<file path="config.mk">
export PLATFORM = sky130hd
export DESIGN_NAME = aec_seq_regs
export DESIGN_NICKNAME = d
export VERILOG_FILES = /design/src/aec_seq_pkg.sv /design/src/aec_status_latch.sv /design/src/readout_delay.sv /design/src/aec_seq_regs.sv
export SDC_FILE = /design/constraint.sdc
export NUM_CORES = 1
export LEC_CHECK = 0
export ABC_AREA = 1
export BUFFER_PORTS_ARGS = -buffer_cell sky130_fd_sc_hd__buf_4
export CORE_MARGIN = 4
export CORE_UTILIZATION = 25
export CTS_BUF_LIST = sky130_fd_sc_hd__clkbuf_8
export CTS_CLUSTER_DIAMETER = 100
export CTS_CLUSTER_SIZE = 30
export DETAILED_ROUTE_END_ITERATION = 7
export PLACE_DENSITY_LB_ADDON = 0.3
export SLEW_MARGIN = 40
export SYNTH_ARGS = -nofsm -noshare
export SYNTH_HDL_FRONTEND = slang
export SYNTH_SLANG_ARGS = --single-unit
</file>
<file path="constraint.sdc">
create_clock -name clk_i -period 1.4 [get_ports clk_i]
set_clock_uncertainty 0.2 [all_clocks]
set_input_delay 0.28 -clock clk_i [delete_from_list [all_inputs] [get_ports clk_i]]
set_output_delay 0.28 -clock clk_i [all_outputs]
set_load 0.02 [all_outputs]
</file>
<file path="src/aec_seq_pkg.sv">
// Register map, field layout and reset values of the exposure status and sequencer configuration bank.
package aec_seq_pkg;

   ////////////////////////////////////////////////////////////////////////////
   // Register offsets on the configuration port.
   localparam logic [7:0]  PIX_COUNT_LOW_ADDR   = 8'hb8;
   localparam logic [7:0]  PIX_COUNT_HIGH_ADDR  = 8'hb9;
   localparam logic [7:0]  AEC_AVERAGE_ADDR     = 8'hba;
   localparam logic [7:0]  AEC_EXPOSURE_ADDR    = 8'hbb;
   localparam logic [7:0]  AEC_GAIN_ADDR        = 8'hbc;
   localparam logic [7:0]  RSVD_STATUS_ADDR     = 8'hbd;
   localparam logic [7:0]  SEQ_GENERAL_ADDR     = 8'hc0;
   localparam logic [7:0]  SEQ_DELAY_ADDR       = 8'hc1;

   ////////////////////////////////////////////////////////////////////////////
   // Field widths and positions.
   localparam int          ADDR_W               = 8;
   localparam int          DATA_W               = 16;
   localparam int          PIX_COUNT_W          = 19;
   localparam int          AVERAGE_W            = 10;
   localparam int          EXPOSURE_W           = 16;
   localparam int          AMP_W                = 2;
   localparam int          DGAIN_W              = 12;
   localparam int          DELAY_W              = 8;
   localparam int          AVG_LOCK_BIT         = 12;
   localparam int          GAIN_AMP1_LSB        = 0;
   localparam int          GAIN_AMP2_LSB        = 2;
   localparam int          GAIN_DIGITAL_LSB     = 4;
   localparam int          CFG_ENABLE_BIT       = 0;
   localparam int          CFG_ROLLING_BIT      = 1;
   localparam int          CFG_TRIGGERED_BIT    = 4;
   localparam int          CFG_SLAVE_BIT        = 5;
   localparam int          CFG_DELAY_EN_BIT     = 6;
   localparam int          CFG_SUBSAMPLE_BIT    = 7;
   localparam int          CFG_BINNING_BIT      = 8;
   localparam int          DLY_XLEN_LSB         = 0;
   localparam int          DLY_READOUT_LSB      = 8;

   ////////////////////////////////////////////////////////////////////////////
   // Writable bit masks and reset values.
   localparam logic [15:0] SEQ_GENERAL_MASK     = 16'h01f3;
   localparam logic [15:0] SEQ_GENERAL_RESET    = 16'h0000;
   localparam logic [15:0] SEQ_DELAY_RESET      = 16'h0000;
   localparam logic [15:0] STATUS_RESET         = 16'h0000;

endpackage : aec_seq_pkg

</file>
<file path="src/aec_status_latch.sv">
// Snapshot of the exposure loop results, taken as one coherent set on each update pulse.
`timescale 1ns/1ns
`default_nettype none
module aec_status_latch
   import aec_seq_pkg::*;
#(
   parameter int COUNT_W = PIX_COUNT_W
)
(
   input  wire logic               clk_i,
   input  wire logic               sys_rst_i,
   input  wire logic               update_i,
   input  wire logic [COUNT_W-1:0] count_i,
   input  wire logic [AVERAGE_W-1:0] average_i,
   input  wire logic               locked_i,
   input  wire logic [EXPOSURE_W-1:0] exposure_i,
   input  wire logic [AMP_W-1:0]   amp_first_i,
   input  wire logic [AMP_W-1:0]   amp_second_i,
   input  wire logic [DGAIN_W-1:0] digital_gain_i,
   output logic      [COUNT_W-1:0] count_o,
   output logic      [AVERAGE_W-1:0] average_o,
   output logic                    locked_o,
   output logic      [EXPOSURE_W-1:0] exposure_o,
   output logic      [AMP_W-1:0]   amp_first_o,
   output logic      [AMP_W-1:0]   amp_second_o,
   output logic      [DGAIN_W-1:0] digital_gain_o
);

   ////////////////////////////////////////////////////////////////////////////
   // The whole set is taken on one edge so software never reads a mixed result.
   always_ff @(posedge clk_i)
   begin
      if (sys_rst_i)
      begin
         count_o        <= '0;
         average_o      <= '0;
         locked_o       <= 1'b0;
         exposure_o     <= '0;
         amp_first_o    <= '0;
         amp_second_o   <= '0;
         digital_gain_o <= '0;
      end
      else if (update_i)
      begin
         count_o        <= count_i;
         average_o      <= average_i;
         locked_o       <= locked_i;
         exposure_o     <= exposure_i;
         amp_first_o    <= amp_first_i;
         amp_second_o   <= amp_second_i;
         digital_gain_o <= digital_gain_i;
      end
   end

endmodule : aec_status_latch
`default_nettype wire

</file>
<file path="src/readout_delay.sv">
// Counter that places the start of pixel readout after the end of the row overhead period.
`timescale 1ns/1ns
`default_nettype none
module readout_delay
   import aec_seq_pkg::*;
#(
   parameter int LEN_W = DELAY_W
)
(
   input  wire logic             clk_i,
   input  wire logic             sys_rst_i,
   input  wire logic             run_i,
   input  wire logic             overhead_end_i,
   input  wire logic             delay_en_i,
   input  wire logic [LEN_W-1:0] delay_len_i,
   output logic                  start_o
);

   logic             counting;
   logic [LEN_W-1:0] remain;

   wire  skip_delay = !delay_en_i || (delay_len_i == '0);
   wire  last_count = counting && (remain == LEN_W'(1));

   ////////////////////////////////////////////////////////////////////////////
   // A new overhead end restarts the wait; dropping run aborts it.
   always_ff @(posedge clk_i)
   begin
      if (sys_rst_i || !run_i)
      begin
         counting <= 1'b0;
         remain   <= '0;
         start_o  <= 1'b0;
      end
      else if (overhead_end_i)
      begin
         counting <= !skip_delay;
         remain   <= delay_len_i;
         start_o  <= skip_delay;
      end
      else
      begin
         counting <= counting && !last_count;
         remain   <= counting ? remain - LEN_W'(1) : remain;
         start_o  <= last_count;
      end
   end

endmodule : readout_delay
`default_nettype wire

</file>
<file path="src/aec_seq_regs.sv">
// Exposure loop status registers and sequencer general configuration behind the configuration port.
`timescale 1ns/1ns
`default_nettype none
module aec_seq_regs
   import aec_seq_pkg::*;
(
   input  wire logic                  clk_i,
   input  wire logic                  sys_rst_i,
   input  wire logic [ADDR_W-1:0]     reg_addr_i,
   input  wire logic [DATA_W-1:0]     reg_wdata_i,
   input  wire logic                  reg_wr_i,
   input  wire logic                  reg_rd_i,
   output logic      [DATA_W-1:0]     reg_rdata_o,
   output logic                       reg_rvalid_o,
   input  wire logic                  aec_update_i,
   input  wire logic [PIX_COUNT_W-1:0] aec_pixel_count_i,
   input  wire logic [AVERAGE_W-1:0]  aec_average_i,
   input  wire logic                  aec_locked_i,
   input  wire logic [EXPOSURE_W-1:0] aec_exposure_i,
   input  wire logic [AMP_W-1:0]      analog_amp_first_i,
   input  wire logic [AMP_W-1:0]      analog_amp_second_i,
   input  wire logic [DGAIN_W-1:0]    aec_digital_gain_i,
   input  wire logic                  row_overhead_period_end_i,
   output logic                       seq_enable_o,
   output logic                       rolling_shutter_o,
   output logic                       triggered_mode_o,
   output logic                       slave_mode_o,
   output logic                       subsample_o,
   output logic                       binning_o,
   output logic      [DELAY_W-1:0]    rs_x_length_o,
   output logic                       readout_start_o
);

   ////////////////////////////////////////////////////////////////////////////
   // Status snapshot from the exposure loop.
   logic [PIX_COUNT_W-1:0] pix_count;
   logic [AVERAGE_W-1:0]   average;
   logic                   locked;
   logic [EXPOSURE_W-1:0]  exposure;
   logic [AMP_W-1:0]       amp_first;
   logic [AMP_W-1:0]       amp_second;
   logic [DGAIN_W-1:0]     digital_gain;

   aec_status_latch #(
      .COUNT_W        (PIX_COUNT_W)
   ) status_latch (
      .clk_i          (clk_i),
      .sys_rst_i      (sys_rst_i),
      .update_i       (aec_update_i),
      .count_i        (aec_pixel_count_i),
      .average_i      (aec_average_i),
      .locked_i       (aec_locked_i),
      .exposure_i     (aec_exposure_i),
      .amp_first_i    (analog_amp_first_i),
      .amp_second_i   (analog_amp_second_i),
      .digital_gain_i (aec_digital_gain_i),
      .count_o        (pix_count),
      .average_o      (average),
      .locked_o       (locked),
      .exposure_o     (exposure),
      .amp_first_o    (amp_first),
      .amp_second_o   (amp_second),
      .digital_gain_o (digital_gain)
   );

   ////////////////////////////////////////////////////////////////////////////
   // Status words as software sees them; unused bits are tied to zero.
   wire [DATA_W-1:0] pix_low_word  = pix_count[15:0];
   wire [DATA_W-1:0] pix_high_word = {13'h0000, pix_count[PIX_COUNT_W-1:16]};
   wire [DATA_W-1:0] average_word  = {3'h0, locked, 2'h0, average};
   wire [DATA_W-1:0] exposure_word = exposure;
   wire [DATA_W-1:0] gain_word     = {digital_gain, amp_second, amp_first};

   ////////////////////////////////////////////////////////////////////////////
   // Status offsets are read-only; a write that lands on them is dropped.
   function automatic logic is_status_addr(input logic [ADDR_W-1:0] addr);
      return (addr >= PIX_COUNT_LOW_ADDR) && (addr <= RSVD_STATUS_ADDR);
   endfunction : is_status_addr

   ////////////////////////////////////////////////////////////////////////////
   // Writable configuration registers.
   logic [DATA_W-1:0] general_cfg;
   logic [DATA_W-1:0] delay_cfg;

   // Write strobes per register; only the two configuration words take writes.
   wire wr_general = reg_wr_i && (reg_addr_i == SEQ_GENERAL_ADDR);
   wire wr_delay   = reg_wr_i && (reg_addr_i == SEQ_DELAY_ADDR);
   wire wr_status  = reg_wr_i && is_status_addr(reg_addr_i);

   // Only documented bits are stored, so reserved ones read back as zero.
   always_ff @(posedge clk_i)
   begin
      if (sys_rst_i)
      begin
         general_cfg <= SEQ_GENERAL_RESET;
         delay_cfg   <= SEQ_DELAY_RESET;
      end
      else
      begin
         if (wr_general)
            general_cfg <= reg_wdata_i & SEQ_GENERAL_MASK;
         if (wr_delay)
            delay_cfg <= reg_wdata_i;
      end
   end

   ////////////////////////////////////////////////////////////////////////////
   // Mode decode; trigger and slave only apply under global shutter.
   wire cfg_enable    = general_cfg[CFG_ENABLE_BIT];
   wire cfg_rolling   = general_cfg[CFG_ROLLING_BIT];
   wire cfg_triggered = general_cfg[CFG_TRIGGERED_BIT] && !cfg_rolling;
   wire cfg_slave     = general_cfg[CFG_SLAVE_BIT] && !cfg_rolling;
   wire cfg_delay_en  = general_cfg[CFG_DELAY_EN_BIT];
   wire cfg_subsample = general_cfg[CFG_SUBSAMPLE_BIT];
   wire cfg_binning   = general_cfg[CFG_BINNING_BIT];
   wire [DELAY_W-1:0] readout_delay_len = delay_cfg[DLY_READOUT_LSB +: DELAY_W];

   // Mode outputs are registered so the sequencer sees clean levels.
   always_ff @(posedge clk_i)
   begin
      if (sys_rst_i)
      begin
         seq_enable_o      <= 1'b0;
         rolling_shutter_o <= 1'b0;
         triggered_mode_o  <= 1'b0;
         slave_mode_o      <= 1'b0;
         subsample_o       <= 1'b0;
         binning_o         <= 1'b0;
         rs_x_length_o     <= '0;
      end
      else
      begin
         seq_enable_o      <= cfg_enable;
         rolling_shutter_o <= cfg_rolling;
         triggered_mode_o  <= cfg_triggered;
         slave_mode_o      <= cfg_slave;
         subsample_o       <= cfg_subsample;
         binning_o         <= cfg_binning;
         rs_x_length_o     <= delay_cfg[DLY_XLEN_LSB +: DELAY_W];
      end
   end

   ////////////////////////////////////////////////////////////////////////////
   // Readout start placement after the row overhead period.
   readout_delay #(
      .LEN_W          (DELAY_W)
   ) start_delay (
      .clk_i          (clk_i),
      .sys_rst_i      (sys_rst_i),
      .run_i          (seq_enable_o),
      .overhead_end_i (row_overhead_period_end_i),
      .delay_en_i     (cfg_delay_en),
      .delay_len_i    (readout_delay_len),
      .start_o        (readout_start_o)
   );

   ////////////////////////////////////////////////////////////////////////////
   // Read decode; unmapped and reserved offsets return zero.
   logic [DATA_W-1:0] read_word;

   always_comb
   begin
      unique case (reg_addr_i)
         PIX_COUNT_LOW_ADDR:  read_word = pix_low_word;
         PIX_COUNT_HIGH_ADDR: read_word = pix_high_word;
         AEC_AVERAGE_ADDR:    read_word = average_word;
         AEC_EXPOSURE_ADDR:   read_word = exposure_word;
         AEC_GAIN_ADDR:       read_word = gain_word;
         SEQ_GENERAL_ADDR:    read_word = general_cfg;
         SEQ_DELAY_ADDR:      read_word = delay_cfg;
         default:             read_word = STATUS_RESET;
      endcase
   end

   // Read data is held until the next read.
   always_ff @(posedge clk_i)
   begin
      if (sys_rst_i)
      begin
         reg_rdata_o  <= '0;
         reg_rvalid_o <= 1'b0;
      end
      else
      begin
         reg_rvalid_o <= reg_rd_i;
         if (reg_rd_i)
            reg_rdata_o <= read_word;
      end
   end
endmodule : aec_seq_regs
`default_nettype wire

</file>
Yosys cells after proc, flatten, opt, wreduce, memory -nomap -nowiden
Index checks and enable logic that the tools add are counted.
Widths: inputs -> output; s select.
Word-level totals
  register bits: 126
  word-level logic and storage cells: 50
  output and inout bits: 32
  bits of input ports: 92
Operators by class
  add/subtract/negate cells: 1
  reductions and logical operators: 15
  equal/unequal tests: 8
  mux-type cells: 5
Operators with widths (count)
  $pmux 16 s7: 1
  $eq 8x8->1 const B: 7
  $mux 8: 2
  $eq 8x1->1 const B: 1
  $logic_not 8->1: 1
  $sub 8x1->8 const B: 1
  $logic_and 1x1->1: 6
  $logic_not 1->1: 5
  $logic_or 1x1->1: 2
  $mux 1: 2
  $reduce_bool 2->1: 1

Logic depth before layout (Yosys ltp)
  depth in word-level cells: 5
  mapped depth: 10
  mapped depth without buffers: 9

Cells and area by module
A second synthesis with hierarchy kept.
Unflattened totals
  cells, all modules: 877
  area, all modules: 5889.4 µm²
By module, submodules not included
  aec_seq_regs: cells each 389, area each 2720.1 µm², instances 1
  aec_status_latch: cells each 393, area each 2546.2 µm², instances 1
  readout_delay: cells each 95, area each 623.1 µm², instances 1

Worst setup path before layout
OpenSTA, ideal clock, no wires.
  path type: register to register
  start: register start_delay.remain[0]
  end: register start_delay.remain[6]
  cell stages (with the launch flop): 8
  arrival: 1.044 ns
  clock period less this slack: 1.367 ns
  path buffers: 0
  path slack: 0.033 ns
  cell sequence: dfxtp_1 > inv_1 > ha_1 > nand2_1 > nor3_1 > a21oi_1 > o21ai_0 > a21oi_1
Between the ends
  cells in the longest elaborated chain, start to end: 3
RTL lines
  start: declaration: RTL line readout_delay.sv:20  | logic [LEN_W-1:0] remain;
  start signal: assignment: RTL line readout_delay.sv:38  | remain <= delay_len_i;
  start signal: assignment: RTL line readout_delay.sv:44  | remain <= counting ? remain - LEN_W'(1) : remain;
  $sub 8x1->8: RTL line readout_delay.sv:44
  $mux 8: RTL line readout_delay.sv:44
  $mux 8: RTL line readout_delay.sv:35  | else if (overhead_end_i)
Every way passes these cells. The select of a mux whose other input is x is not followed.
A chain may end at the register's enable or synchronous reset.

Worst setup path in the final report
  start: register reg_rdata_o[4]
  end: output port reg_rdata_o[4]
RTL lines
  start: declaration: RTL line aec_seq_regs.sv:13  | output logic [DATA_W-1:0] reg_rdata_o,
  start signal: assignment: RTL line aec_seq_regs.sv:187  | reg_rdata_o <= read_word;
No word-level cell between the ends.

==> flow_summary.ini <==
[outcome]
status = finished, violations left
violations = setup timing

[grt]
antenna_found_initial = 0
grt_pass1_vias = 5411
overflow = 0
grt_pass1_wl_mm = 28.97
grt_max_degree = 61
grt_usage_pct = 15.33

[logic_synthesis]
netlist.area_leader.share_pct = 46.44
yosysTopAreaCell = dfxtp_1
synthCells = 750
ys_warn_count = 0
synth_cell_types = 27
syn_nets = 844
seq_area_frac_synth_pct = 46.44
synth_area_per_cell_um2 = 7.242
ys_seq_elements = 126
synth_area_um2 = 5431
synth_area_leaders = dfxtp_1 (46%), nor2_1 (12%), o21ai_0 (8.8%)

[setup_path]
rr_worst_depth = 7
end_kind = output pin
crit_slowest_cell = dfxtp_2
path_delay_family = flip-flops
path_max_fanout = 2
required_ns = 0.92
crit_cells = 1
path_cells = buf_6
crit_type = reg2out
worstPathArrival_ns = 0.94
cp-start-kind = flop
path_buf_inv = 1
slowest_delay_ns = 0.37

[clock_network]
cts.reportedPaths.clkPinSlew_ns = 0.08
root_buffer = clkbuf_8
htreeDepth = 4
numCtsBuffers = 17
insertion_delay_ns = 0.45
tritoncts = built
cts_buffer_depth = 2
cts.sinks = 126

[detailed_routing]
drc = 0
firstDrtPassIters = 5
wirelength_mm = 18.52
drt_iter0_drc = 382
final_antenna_net_count = 0
wl_per_cell_um = 14.64
vias = 5628
vias_per_cell = 4.449

[floorplanning]
core_area_um2 = 21220
fp.dieH_um = 155.4
ios = 124
initial_core_util_pct = 25.60
die_w_um = 155.4
rows = 53
die_area_um2 = 24150

[timing]
fin_setup_tns_ns = -0.1106
rsz0062_at_grt = true
hold_viol = 0
max-slew-margin-rel_pct = 63.11
slew_violations = 0
layout_min_cycle_time_ns = 1.424
setup_viol = 8
max_freq_ghz = 0.7022
layout_setup_ws_ns = -0.02406
fin_crit_sh_pct = 101.7
worstMarginPinSlew_ns = 0.5499

[finish]
n_antenna_cell = 0
final_nets = 1071
finalInstanceArea_um2 = 8372
syn_to_final_growth_pct = 54.14
mostFrequentLayoutCell = nor2_1
final_layout_size_suffix_gt1_share_pct = 28.38
final_cell_mix = nor2_1 (164), buf_4 (131), o21ai_0 (93), dfxtp_1 (92), nand2_1 (85)
nFillCells = 2253

[placement]
place_area_um2 = 6899
gp_congestion = 0.8218
io_buffers = 123
dp_hpwl_mm = 13.31

[power]
power_leakage_nw = 3.668
max-vdd-ir-drop_v = 0.0005573
power_density_nw_per_um2 = 962.0

[hold_path]
min_path_cells = 4
hp-class = in2reg

[job]
drv_cap = 0
[cell families (layout without fill, tap and decap cells)]
group,after synthesis,count (layout),share of synthesized area [%]
compound gates,155,155,14.97
xor+xnor,2,2,0.3226
fa+ha+maj,2,2,0.4606
buf+inv,99,339,8.477
flops,126,126,46.44
simple gates,366,366,29.33
[metal layers]
| metal | up-vias | GRT usage [%] | wire length, um |
|---|---|---|---|
| met5 | - | 0 | 0 |
| met4 | 0 | 3.710 | 209 |
| met3 | 14 | 3.561 | 953 |
| met2 | 150 | 24.72 | 8730 |
| met1 | 2548 | 20.82 | 8623 |
| li1 | 2916 | - | - |
[layout make-up]
| type | count | area [um2] | area share, % |
|---|---|---|---|
| Tap cell | 275 | 344.1 | 4.110 |
| Sequential cell | 126 | 2565 | 30.64 |
| Inverter | 56 | 210.2 | 2.511 |
| Clock inverter | 15 | 183.9 | 2.197 |
| Timing Repair Buffer | 251 | 2345 | 28.01 |
| Multi-Input combinational cell | 525 | 2490 | 29.74 |
| Clock buffer | 17 | 234.0 | 2.795 |
[stage by stage]
step                worst slack (ns)  hold WS (ns)  util [%]  power, mW  instances
finish                      -0.02406       0.05531     39.45      8.054       1265
global route                -0.06909       0.06598     39.45      8.379       1265
CTS                         -0.05752       0.03108     39.08      8.122       1262
detailed placement           -0.3320        0.2408     32.51      4.567       1145
global placement             -0.3381        0.2469     32.51      4.567       1145
floorplan                    0.03341        0.2132         -      4.168        750
[synth_stat cells, drive strengths merged]
cell type and instances:
clkinv 1, a21oi 43, buf 26, a22oi 2, nand4 10, inv 55
o22ai 2, nor2 176, o21ai 105, dfxtp 126, nand3 79, nor3 8
a31oi 3, xor2 2, ha 2, nand2 93, clkbuf 17
[path summary, 6_finish.rpt]
check | end | from | slack (ns)
hold / removal | delay_cfg[11] | reg_wdata_i[11] | 0.06
setup reg to reg | start_delay.remain[6] | start_delay.remain[0] | 0.04
hold reg to reg | seq_enable_o | general_cfg[0] | 0.24
setup / recovery | reg_rdata_o[4] | reg_rdata_o[4] | -0.02
[repair_timing]
| item | 4_1_cts | 5_1_grt |
|---|---|---|
| hold buffers | 76 | 0 |
| hold endpoints to repair | 84 | 0 |
| pin swaps | 2 | 3 |
| endpoints found under the setup margin | 32 | 43 |
| buffers inserted | 9 | 3 |
| gates resized for setup | 57 | 25 |
| gates cloned | 0 | 0 |
[registers in the layout, summed over array words and instances (netlist names), 2 cells and up]
name and cells:
status_latch.count_o 19, status_latch.digital_gain_o 12, status_latch.exposure_o 16, status_latch.amp_first_o 2, delay_cfg 16, start_delay.remain 8
status_latch.amp_second_o 2, rs_x_length_o 8, general_cfg 7, status_latch.average_o 10, reg_rdata_o 16
[worst reg2reg max path, delay by kind of cell, from the launching register on]
family                   cells  cell delay, ns
AO/OA/AOI/OAI                3            0.23
buffers and inverters        1            0.07
adder cells (fa/ha/maj)      1            0.14
flip-flops                   1            0.33
AND/OR/NAND/NOR              2            0.25
[power breakdown]
group | switching, mW | internal, mW
combinational | 0.405 | 0.469
clock | 1.61 | 1.78
sequential | 0.0755 | 3.71
total | 2.09 | 5.96
(Power assumes the default switching activity.)
